### src/inc/sinc3_pkg.sv
// shared constants for the third-order sinc decimation filter
package sinc3_pkg;

   // rates and widths
   localparam int MOD_DIV_DEF  = 128;
   localparam int NOTCH_W      = 12;
   localparam int ACC_W_DEF    = 40;
   localparam int QUO_W        = 33;
   localparam int CODE_W       = 24;
   localparam int CH_W         = 3;
   localparam int SETTLE_WORDS = 3;
   localparam int STEP_W       = 6;

   // register byte offsets
   localparam logic [7:0] CTRL_OFS   = 8'h00;
   localparam logic [7:0] FLT_LO_OFS = 8'h04;
   localparam logic [7:0] FLT_HI_OFS = 8'h08;
   localparam logic [7:0] STATUS_OFS = 8'h0c;
   localparam logic [7:0] DATA_OFS   = 8'h10;

   // field positions
   localparam int CTRL_CH_LSB      = 0;
   localparam int CTRL_ALIGN_BIT   = 4;
   localparam int FLT_HI_NOTCH_LSB = 0;
   localparam int FLT_HI_WL_BIT    = 6;
   localparam int FLT_HI_UNI_BIT   = 7;
   localparam int STAT_READY_BIT   = 0;
   localparam int STAT_SETTLE_BIT  = 1;
   localparam int STAT_BUSY_BIT    = 2;

   // reset values
   localparam logic [NOTCH_W-1:0] NOTCH_RST = 12'h180;
   localparam logic [CH_W-1:0]    CH_RST    = 3'h0;
   localparam logic               WL_RST    = 1'b1;
   localparam logic               UNI_RST   = 1'b0;

   typedef enum logic [1:0]
   {
      DIV_IDLE = 2'b00,
      DIV_RUN  = 2'b01,
      DIV_DONE = 2'b11
   } div_state_t;

endpackage

### src/verilog/sinc3_decimation_filter.sv
// sinc-cubed decimation filter with normaliser, settling control and apb registers
//
// Our own choices: the APB slave port and the placing of the registers.
`timescale 1ns/10ps
module sinc3_decimation_filter #(
   parameter int                            MOD_DIV     = sinc3_pkg::MOD_DIV_DEF,
   parameter int                            ACC_W       = sinc3_pkg::ACC_W_DEF,
   parameter logic [sinc3_pkg::NOTCH_W-1:0] NOTCH_RESET = sinc3_pkg::NOTCH_RST
)(
   // clock and reset
   input  wire logic                      i_ref_clk,
   input  wire logic                      i_resetn,
   // apb slave
   input  wire logic                      i_psel,
   input  wire logic                      i_penable,
   input  wire logic                      i_pwrite,
   input  wire logic [7:0]                i_paddr,
   input  wire logic [31:0]               i_pwdata,
   output logic      [31:0]               o_prdata,
   output logic                           o_pready,
   output logic                           o_pslverr,
   // modulator and sync pin
   input  wire logic                      i_mod_bit,
   input  wire logic                      i_sync_n,
   // channel and data status
   output logic      [sinc3_pkg::CH_W-1:0] o_channel,
   output logic                           o_data_ready
);
   import sinc3_pkg::*;

   localparam int REM_W = ACC_W + 1;
   localparam int DEN_W = 3 * NOTCH_W;
   localparam int NCH   = 1 << CH_W;

   // room for a full-density word at the largest N, so nothing saturates
   if (ACC_W < DEN_W + 1)
   begin : g_chk_acc
      $error("sinc3_decimation_filter: ACC_W too small for N cubed");
   end
   if (MOD_DIV < QUO_W + 4)
   begin : g_chk_div
      $error("sinc3_decimation_filter: MOD_DIV too small for the divider");
   end

   if (NOTCH_RESET == '0)
   begin : g_chk_notch
      $error("sinc3_decimation_filter: NOTCH_RESET must be nonzero");
   end

   if ((1 << STEP_W) < QUO_W)
   begin : g_chk_step
      $error("sinc3_decimation_filter: STEP_W cannot count the quotient bits");
   end

   if (CODE_W > QUO_W - 3)
   begin : g_chk_code
      $error("sinc3_decimation_filter: CODE_W wider than the quotient allows");
   end

   typedef struct packed
   {
      logic                 sync_meta;
      logic                 sync_lvl;
      logic                 align;
      logic [CH_W-1:0]      channel;
      logic [NOTCH_W-1:0]   notch;
      logic [NCH-1:0]       unipolar;
      logic                 word24;
      logic                 restart;
      div_state_t           div_st;
      logic [REM_W-1:0]     rem;
      logic [DEN_W-1:0]     den;
      logic [QUO_W-1:0]     quo;
      logic [STEP_W-1:0]    step;
      logic [1:0]           settle;
      logic [CODE_W-1:0]    data;
      logic                 ready;
      logic [31:0]          prdata;
      logic                 pready;
      logic                 pslverr;
   } top_state_t;

   top_state_t st_reg;
   top_state_t st_next;

   logic               tick;
   logic               core_clear;
   logic [NOTCH_W-1:0] n_eff;
   logic [ACC_W-1:0]   core_sum;
   logic               core_valid;
   logic [DEN_W-1:0]   n_cubed;

   // a zero notch word would make the decimator count 4096 and n_cubed zero, so it runs as one
   assign n_eff = (st_reg.notch == '0) ? NOTCH_W'(1) : st_reg.notch;
   // n cubed is the dc gain of the three stages; dividing by it yields density
   assign n_cubed = DEN_W'(n_eff) * DEN_W'(n_eff) * DEN_W'(n_eff);

   // held clear while the pin is low or the align bit is set, and for one clock on each restart pulse
   assign core_clear = !st_reg.sync_lvl || st_reg.align || st_reg.restart;

   sample_tick #(
      .DIV      (MOD_DIV)
   ) u_tick (
      .i_ref_clk(i_ref_clk),
      .i_resetn (i_resetn),
      .o_tick   (tick)
   );

   // lag-N combs after three integrators: zeros at every multiple of the word rate
   // the response shape is fixed, so cutoff and delay simply scale with N
   sinc3_core #(
      .ACC_W    (ACC_W)
   ) u_core (
      .i_ref_clk(i_ref_clk),
      .i_resetn (i_resetn),
      .i_clear  (core_clear),
      .i_tick   (tick),
      .i_bit    (i_mod_bit),
      .i_n      (n_eff),
      .o_sum    (core_sum),
      .o_valid  (core_valid)
   );

   // output coding from the 33-bit normalised quotient
   function automatic logic [CODE_W-1:0] code_of(input logic [QUO_W-1:0] q,
                                                 input logic uni);
      logic [QUO_W-1:0] t;
      logic [CODE_W-1:0] c;
      t = '0;
      c = '0;
      if (uni)
      begin
         // unipolar: lower half of the bitstream density maps to zero
         if (q[QUO_W-1:QUO_W-2] != 2'b00)
            t = q - {2'b01, {(QUO_W-2){1'b0}}};
         if (t[QUO_W-1:QUO_W-2] != 2'b00)
            c = '1;
         else
            c = t[QUO_W-3 -: CODE_W];
      end
      else
      begin
         // bipolar: offset binary, mid-scale at half density
         if (q[QUO_W-1])
            c = '1;
         else
            c = q[QUO_W-2 -: CODE_W];
      end
      return c;
   endfunction

   always_comb
   begin
      logic [REM_W-1:0]  trial;
      logic              qbit;
      logic [CODE_W-1:0] code;
      logic              setup;
      logic              access;
      logic              data_rd;
      logic [CH_W-1:0]   new_ch;
      logic [NOTCH_W-1:0] new_notch;
      trial = '0;
      qbit = 1'b0;
      code = '0;
      new_ch = '0;
      new_notch = '0;
      setup = i_psel && !i_penable;
      access = i_psel && i_penable && st_reg.pready;
      data_rd = access && !i_pwrite && (i_paddr == DATA_OFS);
      st_next = st_reg;
      st_next.restart = 1'b0;

      // two-stage synchroniser on the sync pin
      st_next.sync_meta = i_sync_n;
      st_next.sync_lvl = st_reg.sync_meta;

      // ready flag: reading the data register clears it
      if (data_rd)
         st_next.ready = 1'b0;

      // normaliser: restoring divide of the comb sum by N cubed
      case (st_reg.div_st)
         DIV_IDLE:
         begin
            if (core_valid)
            begin
               st_next.rem = REM_W'(core_sum);
               st_next.den = n_cubed;
               st_next.quo = '0;
               st_next.step = '0;
               st_next.div_st = DIV_RUN;
            end
         end
         DIV_RUN:
         begin
            // one quotient bit per clock; 33 clocks fit well inside one sample tick
            // the remainder is one bit wider so the shift never loses its top bit
            trial = st_reg.rem - REM_W'(st_reg.den);
            qbit = (st_reg.rem >= REM_W'(st_reg.den));
            if (qbit)
               st_next.rem = REM_W'(trial << 1);
            else
               st_next.rem = REM_W'(st_reg.rem << 1);
            st_next.quo = {st_reg.quo[QUO_W-2:0], qbit};
            st_next.step = st_reg.step + 1'b1;
            if (st_reg.step == STEP_W'(QUO_W - 1))
               st_next.div_st = DIV_DONE;
         end
         DIV_DONE:
         begin
            code = code_of(st_reg.quo, st_reg.unipolar[st_reg.channel]);
            // early words after a restart are partial sums and are dropped
            if (st_reg.settle >= 2'(SETTLE_WORDS - 1))
            begin
               if (st_reg.word24)
                  st_next.data = code;
               else
                  st_next.data = {8'h00, code[CODE_W-1 -: 16]};
               // set wins: a word landing with a data read keeps ready high
               st_next.ready = 1'b1;
            end
            // count saturates at the target so long runs never wrap back
            if (st_reg.settle != 2'(SETTLE_WORDS))
               st_next.settle = st_reg.settle + 1'b1;
            st_next.div_st = DIV_IDLE;
         end
         default:
         begin
            st_next.div_st = DIV_IDLE;
         end
      endcase

      // register map: ctrl holds channel and align, the filter pair holds N,
      // word length and the current channel's polarity; status and data read only
      // writes to status or data are dropped quietly, unmapped ones raise an error
      // apb: answer one cycle after setup
      st_next.pready = 1'b0;
      if (setup)
      begin
         st_next.pready = 1'b1;
         st_next.pslverr = 1'b0;
         st_next.prdata = '0;
         case (i_paddr)
            CTRL_OFS:
            begin
               st_next.prdata[CTRL_CH_LSB +: CH_W] = st_reg.channel;
               st_next.prdata[CTRL_ALIGN_BIT] = st_reg.align;
            end
            FLT_LO_OFS:
            begin
               st_next.prdata[7:0] = st_reg.notch[7:0];
            end
            FLT_HI_OFS:
            begin
               st_next.prdata[FLT_HI_NOTCH_LSB +: 4] = st_reg.notch[NOTCH_W-1:8];
               st_next.prdata[FLT_HI_WL_BIT] = st_reg.word24;
               st_next.prdata[FLT_HI_UNI_BIT] = st_reg.unipolar[st_reg.channel];
            end
            STATUS_OFS:
            begin
               st_next.prdata[STAT_READY_BIT] = st_reg.ready;
               // settling also covers the unaligned-step case
               st_next.prdata[STAT_SETTLE_BIT] = (st_reg.settle != 2'(SETTLE_WORDS));
               st_next.prdata[STAT_BUSY_BIT] = (st_reg.div_st != DIV_IDLE);
            end
            DATA_OFS:
            begin
               st_next.prdata[CODE_W-1:0] = st_reg.data;
            end
            default:
            begin
               st_next.pslverr = 1'b1;
            end
         endcase
      end

      if (access && i_pwrite)
      begin
         case (i_paddr)
            CTRL_OFS:
            begin
               new_ch = i_pwdata[CTRL_CH_LSB +: CH_W];
               st_next.align = i_pwdata[CTRL_ALIGN_BIT];
               st_next.channel = new_ch;
               if (new_ch != st_reg.channel)
                  st_next.restart = 1'b1;
            end
            FLT_LO_OFS:
            begin
               new_notch = {st_reg.notch[NOTCH_W-1:8], i_pwdata[7:0]};
               st_next.notch = new_notch;
               if (new_notch != st_reg.notch)
                  st_next.restart = 1'b1;
            end
            FLT_HI_OFS:
            begin
               new_notch = {i_pwdata[FLT_HI_NOTCH_LSB +: 4], st_reg.notch[7:0]};
               st_next.notch = new_notch;
               st_next.word24 = i_pwdata[FLT_HI_WL_BIT];
               st_next.unipolar[st_reg.channel] = i_pwdata[FLT_HI_UNI_BIT];
               if (new_notch != st_reg.notch)
                  st_next.restart = 1'b1;
            end
            default:
            begin
            end
         endcase
      end

      // any filter clear discards a pending word not yet in DIV_DONE and restarts settling
      // the clear also beats a word the divider is still working on
      if (core_clear)
      begin
         st_next.settle = '0;
         st_next.div_st = DIV_IDLE;
      end
   end

   always_ff @(posedge i_ref_clk or negedge i_resetn)
   begin
      if (!i_resetn)
      begin
         st_reg <= '0;
         // sync stages start at the idle pin level so release looks like no sync
         st_reg.sync_meta <= 1'b1;
         st_reg.sync_lvl <= 1'b1;
         st_reg.channel <= CH_RST;
         st_reg.notch <= NOTCH_RESET;
         st_reg.word24 <= WL_RST;
         st_reg.unipolar <= {NCH{UNI_RST}};
         st_reg.div_st <= DIV_IDLE;
      end
      else
      begin
         st_reg <= st_next;
      end
   end

   assign o_prdata = st_reg.prdata;
   assign o_pready = st_reg.pready;
   assign o_pslverr = st_reg.pslverr;
   assign o_channel = st_reg.channel;
   assign o_data_ready = st_reg.ready;

endmodule

### src/verilog/sample_tick.sv
// modulator sample enable: one pulse every DIV clocks
`timescale 1ns/10ps
module sample_tick #(
   parameter int DIV = sinc3_pkg::MOD_DIV_DEF
)(
   // clock and reset
   input  wire logic i_ref_clk,
   input  wire logic i_resetn,
   // enable out
   output logic      o_tick
);
   import sinc3_pkg::*;

   localparam int CW = $clog2(DIV);

   typedef struct packed
   {
      logic [CW-1:0] cnt;
      logic          tick;
   } tick_state_t;

   tick_state_t st_reg;
   tick_state_t st_next;

   if (DIV < 2)
   begin : g_chk
      $error("sample_tick: DIV must be at least 2");
   end

   always_comb
   begin
      st_next = st_reg;
      st_next.tick = 1'b0;
      if (st_reg.cnt == CW'(DIV - 1))
      begin
         st_next.cnt = '0;
         st_next.tick = 1'b1;
      end
      else
      begin
         st_next.cnt = st_reg.cnt + 1'b1;
      end
   end

   always_ff @(posedge i_ref_clk or negedge i_resetn)
   begin
      if (!i_resetn)
         st_reg <= '0;
      else
         st_reg <= st_next;
   end

   assign o_tick = st_reg.tick;

endmodule

### src/verilog/sinc3_core.sv
// three integrators, decimator and three combs
`timescale 1ns/10ps
module sinc3_core #(
   parameter int ACC_W = sinc3_pkg::ACC_W_DEF
)(
   // clock and reset
   input  wire logic                         i_ref_clk,
   input  wire logic                         i_resetn,
   // control
   input  wire logic                         i_clear,
   input  wire logic                         i_tick,
   input  wire logic                         i_bit,
   input  wire logic [sinc3_pkg::NOTCH_W-1:0] i_n,
   // result
   output logic [ACC_W-1:0]                  o_sum,
   output logic                              o_valid
);
   import sinc3_pkg::*;

   typedef struct packed
   {
      logic [2:0][ACC_W-1:0] integ;
      logic [2:0][ACC_W-1:0] dly;
      logic [NOTCH_W-1:0]    dec_cnt;
      logic [ACC_W-1:0]      sum;
      logic                  valid;
   } core_state_t;

   core_state_t st_reg;
   core_state_t st_next;

   always_comb
   begin
      logic [ACC_W-1:0] comb_v;
      comb_v = '0;
      st_next = st_reg;
      st_next.valid = 1'b0;
      if (i_clear)
      begin
         st_next = '0;
      end
      else if (i_tick)
      begin
         // wraparound sums are exact as long as ACC_W covers the full gain
         st_next.integ[0] = st_reg.integ[0] + ACC_W'(i_bit);
         for (int k = 1; k < 3; k++)
            st_next.integ[k] = st_reg.integ[k] + st_reg.integ[k-1];
         if (st_reg.dec_cnt >= i_n - 1'b1)
         begin
            st_next.dec_cnt = '0;
            comb_v = st_next.integ[2];
            for (int k = 0; k < 3; k++)
            begin
               st_next.dly[k] = comb_v;
               comb_v = comb_v - st_reg.dly[k];
            end
            st_next.sum = comb_v;
            st_next.valid = 1'b1;
         end
         else
         begin
            st_next.dec_cnt = st_reg.dec_cnt + 1'b1;
         end
      end
   end

   always_ff @(posedge i_ref_clk or negedge i_resetn)
   begin
      if (!i_resetn)
         st_reg <= '0;
      else
         st_reg <= st_next;
   end

   assign o_sum = st_reg.sum;
   assign o_valid = st_reg.valid;

endmodule

### config.mk
export PLATFORM = sky130hd
export DESIGN_NAME = sinc3_decimation_filter
export DESIGN_NICKNAME = d
export VERILOG_FILES = /design/src/inc/sinc3_pkg.sv /design/src/verilog/sinc3_decimation_filter.sv /design/src/verilog/sample_tick.sv /design/src/verilog/sinc3_core.sv
export SDC_FILE = /design/constraint.sdc
export NUM_CORES = 2
export LEC_CHECK = 0
export ABC_CLOCK_PERIOD_IN_PS = 18220
export BUFFER_PORTS_ARGS = -buffer_cell sky130_fd_sc_hd__buf_2
export CORE_UTILIZATION = 25
export CTS_BUF_LIST = sky130_fd_sc_hd__clkbuf_16
export DETAILED_ROUTE_END_ITERATION = 7
export PLACE_DENSITY_LB_ADDON = 0.3
export SLEW_MARGIN = 20
export SYNTH_ARGS = -nofsm -noshare
export SYNTH_HDL_FRONTEND = slang
export SYNTH_SLANG_ARGS = --single-unit
### constraint.sdc
create_clock -name i_ref_clk -period 18.22 [get_ports i_ref_clk]
set_input_delay 3.644 -clock i_ref_clk [delete_from_list [all_inputs] [get_ports i_ref_clk]]
set_output_delay 3.644 -clock i_ref_clk [all_outputs]
set_load 0.05 [all_outputs]
==> results.tsv <==
stage	metric	value	unit
synthesis	Primary FF master, synth	dfrtp_1	
clock_tree	CTS Hold Buffers Added	0	
layout	final non-filler cell area	0.05014	mm²
route	WL/cell	15.05	µm
synthesis	Post-synth EDFFs	0	
timing	RSZ-0062 raised after global routing	false	
synthesis	Mapped Cells	5257	
clock_tree	CTS root buf	clkbuf_16	
floorplan	Rows	156	
synthesis	#FFs+latches synth	500	
pwr	Design Power	2.326	mW
grt	total track usage	12.45	%
critical_path	crit path DAT	13790	ps
floorplan	I/O pins	85	
route	Detailed Route WL	114.0	mm
pwr	Lkg Pwr	24.52	nW
timing	Rel. slew slack	22.30	%
synthesis	Synth area leader	dfrtp_1	
critical_path	CP Max Fanout	42	
grt	vias in the first global route	35710	
synthesis	asr flop ratio synth	100.0	%
synthesis	post-synth top area share	27.09	%
place	I/O Buffers	52	
route	# DRC	0	
synthesis	largest cells by area after synthesis	dfrtp_1, fa_1, ha_1, nand2_1, inv_1	
route	via count	35210	
pwr	PD cells	46.39	mW/mm²
timing	final setup TNS	0	ps
floorplan	core footprint	0.1811	mm²
pwr	Max IR drop VDD	0.00007408	V
clock_tree	cts bufs inserted	56	
layout	n_diodes	0	
run_status	outcome	complete, no violations	
grt	first-pass GRT wire length	191.8	mm
clock_tree	post-CTS setup buffer count	0	
timing	fin crit period	13290	ps
clock_tree	Clock Tree Buf Depth	3	
timing	final period utilization	72.93	%
critical_path	CP peak stage delay	890	ps
critical_path	CP Class	register to register	
clock_tree	clk slew on worst S/H paths	60	ps
synthesis	Ys Warns	0	
clock_tree	Clock Sinks	500	
worst_hold_path	Hold WC Path Type	register to register	
layout	share of layout cells above drive strength 1	5.518	%
grt	number of antenna violations at the first check in global routing	1	
route	DRT antenna net count	0	
layout	Area Overhead vs Synth	9.663	%
timing	Worst-Margin Slew	1162	ps
clock_tree	worst-skew pair later-pin latency	670	ps
layout	nets	5884	
flow_run	max_cap viols	0	
synthesis	mapped cell area	0.04572	mm²
layout	Storage cell area	0.01252	mm²
critical_path	slowest stage cell, crit path	xnor2_1	
floorplan	Initial Utilization	25.24	%
layout	multi-input logic area	0.03000	mm²
floorplan	Die ar.	0.1846	mm²
place	DP Wirelength	83.55	mm
timing	Fmax	75.26	MHz
critical_path	Req. time, crit path	18730	ps
layout	Largest register FFs	252	
layout	Fillers	19420	
route	DRT iter0 DRCs	1799	
timing	setup violators final	0	
critical_path	endpoint class of the critical path	register	
place	DP Area	0.04833	mm²
route	DRT Pass-1 Iters	6	
critical_path	startpoint class of the critical path	register	
clock_tree	post-CTS sizing	0	
floorplan	die width	429.7	µm
clock_tree	CTS tree	built	
synthesis	Seq/Total Area, Yosys	27.38	%
grt	pin count of the biggest net entering global routing	149	
grt	grt ovf	0	
critical_path	CP most frequent cell	fa_1	
floorplan	Die H	429.7	µm
clock_tree	H-tree depth	2	
synthesis	post-synthesis cell type count	101	
synthesis	Avg Inst Size Synth	8.697	µm²
place	Final GP Congestion	0.8180	
timing	Max Slew Vio Count	0	
route	vias per cell	4.650	
timing	hold slack	355.6	ps
timing	Worst Skew	58.95	ps
timing	final hold viol count	0	
kinds of logic (layout without fill, tap and decap cells):
group                      count (synthesis)  in the layout  share of synthesized area (%)
and+or+nand+nor                         1614           1614                          16.30
AOI/OAI and AO/OA                       1218           1218                          17.60
buffers and inverters                    849            786                          7.326
adders and majority gates                682            682                          23.52
DFF                                      500            500                          27.38
xor gates and xnor gates                 313            313                          6.026
muxes                                     80             80                          1.839
other                                      1              8                       0.008202
report_power, final:
| part | switching, mW | leakage (nW) | internal, mW |
|---|---|---|---|
| logic | 0.0624 | 16.7 | 0.0135 |
| clock network | 0.506 | 0.902 | 0.630 |
| registers | 0.00136 | 6.94 | 1.11 |
cells in the mapped netlist, types with 20 or more instances:
library cell  number
buf_2             24
a211oi_1          60
o21a_1            36
and3_1            85
mux2i_1           48
clkbuf_1         192
fa_1             296
o21ai_0          247
nor2b_1           45
a21boi_0          20
buf_4             35
nand2b_1          41
nor2_1           302
mux2_2            32
ha_1             386
nand4_1           31
a31oi_1           47
a21o_1           155
o21bai_1          48
or3_1             24
and2_1           143
dfrtp_1          495
nor3_1            62
o21ai_1           33
xor2_1           130
nand2_1          680
inv_1            571
buf_1             21
a22o_1            86
a21oi_1          298
xnor2_1          182
nand3_1          140
final cells by class:
class,count,share of cell area (%)
Sequential cell,500,24.97
Tap cell,2370,5.914
Inverter,576,4.312
Multi-Input combinational cell,3915,59.84
Clock buffer,56,2.795
Timing Repair Buffer,106,1.380
Clock inverter,48,0.7886
per-stage QoR:
stage	worst slack (ps)	instances	util, %
6_report	4933	7571	27.68
5_1_grt	4160	7571	27.68
4_1_cts	4622	7571	27.67
3_5_place_dp	4642	7467	26.68
3_3_place_gp	4734	7467	26.65
2_1_floorplan	7175	5264	-
critical path, delay by kind of cell, from the launching register on:
family	cells	cell delay (ps)
AOI/OAI and AO/OA	11	2420
and+or+nand+nor	10	3390
buffers and inverters	8	700
adders and majority gates	12	5250
DFF	1	360
xor gates and xnor gates	2	1060
path summary, 6_finish.rpt:
path	to	start	cells past startpoint	slack, ps
max in group asynchronous	u_core.st_reg[210]$_DFFE_PN0P_	i_resetn	4	12370
setup / recovery	st_reg[135]$_DFFE_PN0P_	st_reg[192]$_DFFE_PN0P_	43	4930
setup reg to reg	st_reg[135]$_DFFE_PN0P_	st_reg[192]$_DFFE_PN0P_	43	4930
min in group asynchronous	st_reg[191]$_DFFE_PN0P_	i_resetn	1	3020
hold reg to reg	st_reg[205]$_DFF_PN1_	st_next[205]$_DFF_PN1_	0	360
hold / removal	st_reg[205]$_DFF_PN1_	st_next[205]$_DFF_PN1_	0	360
per-layer routing:
layer,wire (µm),share of wire (%),up-vias,track usage [%]
met5,0,0,-,0
met4,2863,2.5,0,3.097
met3,3489,3.1,139,1.289
met2,51310,45,473,20.26
met1,56310,49,17060,17.54
li1,-,-,17530,-
cell usage in the layout (no fill, tap or decap), types with 51 or more instances in the layout:
cell,instances
xor2_1,130
a21o_1,154
clkbuf_16,56
nor2_1,299
a211oi_1,59
inv_1,580
a21oi_1,296
and3_1,85
and2_1,143
o21ai_0,247
dfrtp_1,494
ha_1,386
fa_1,296
buf_4,52
buf_2,51
a22o_1,86
nand2_1,678
nor3_1,62
nand3_1,140
xnor2_1,178
No activity file was read; power rests on OpenSTA's default activity.
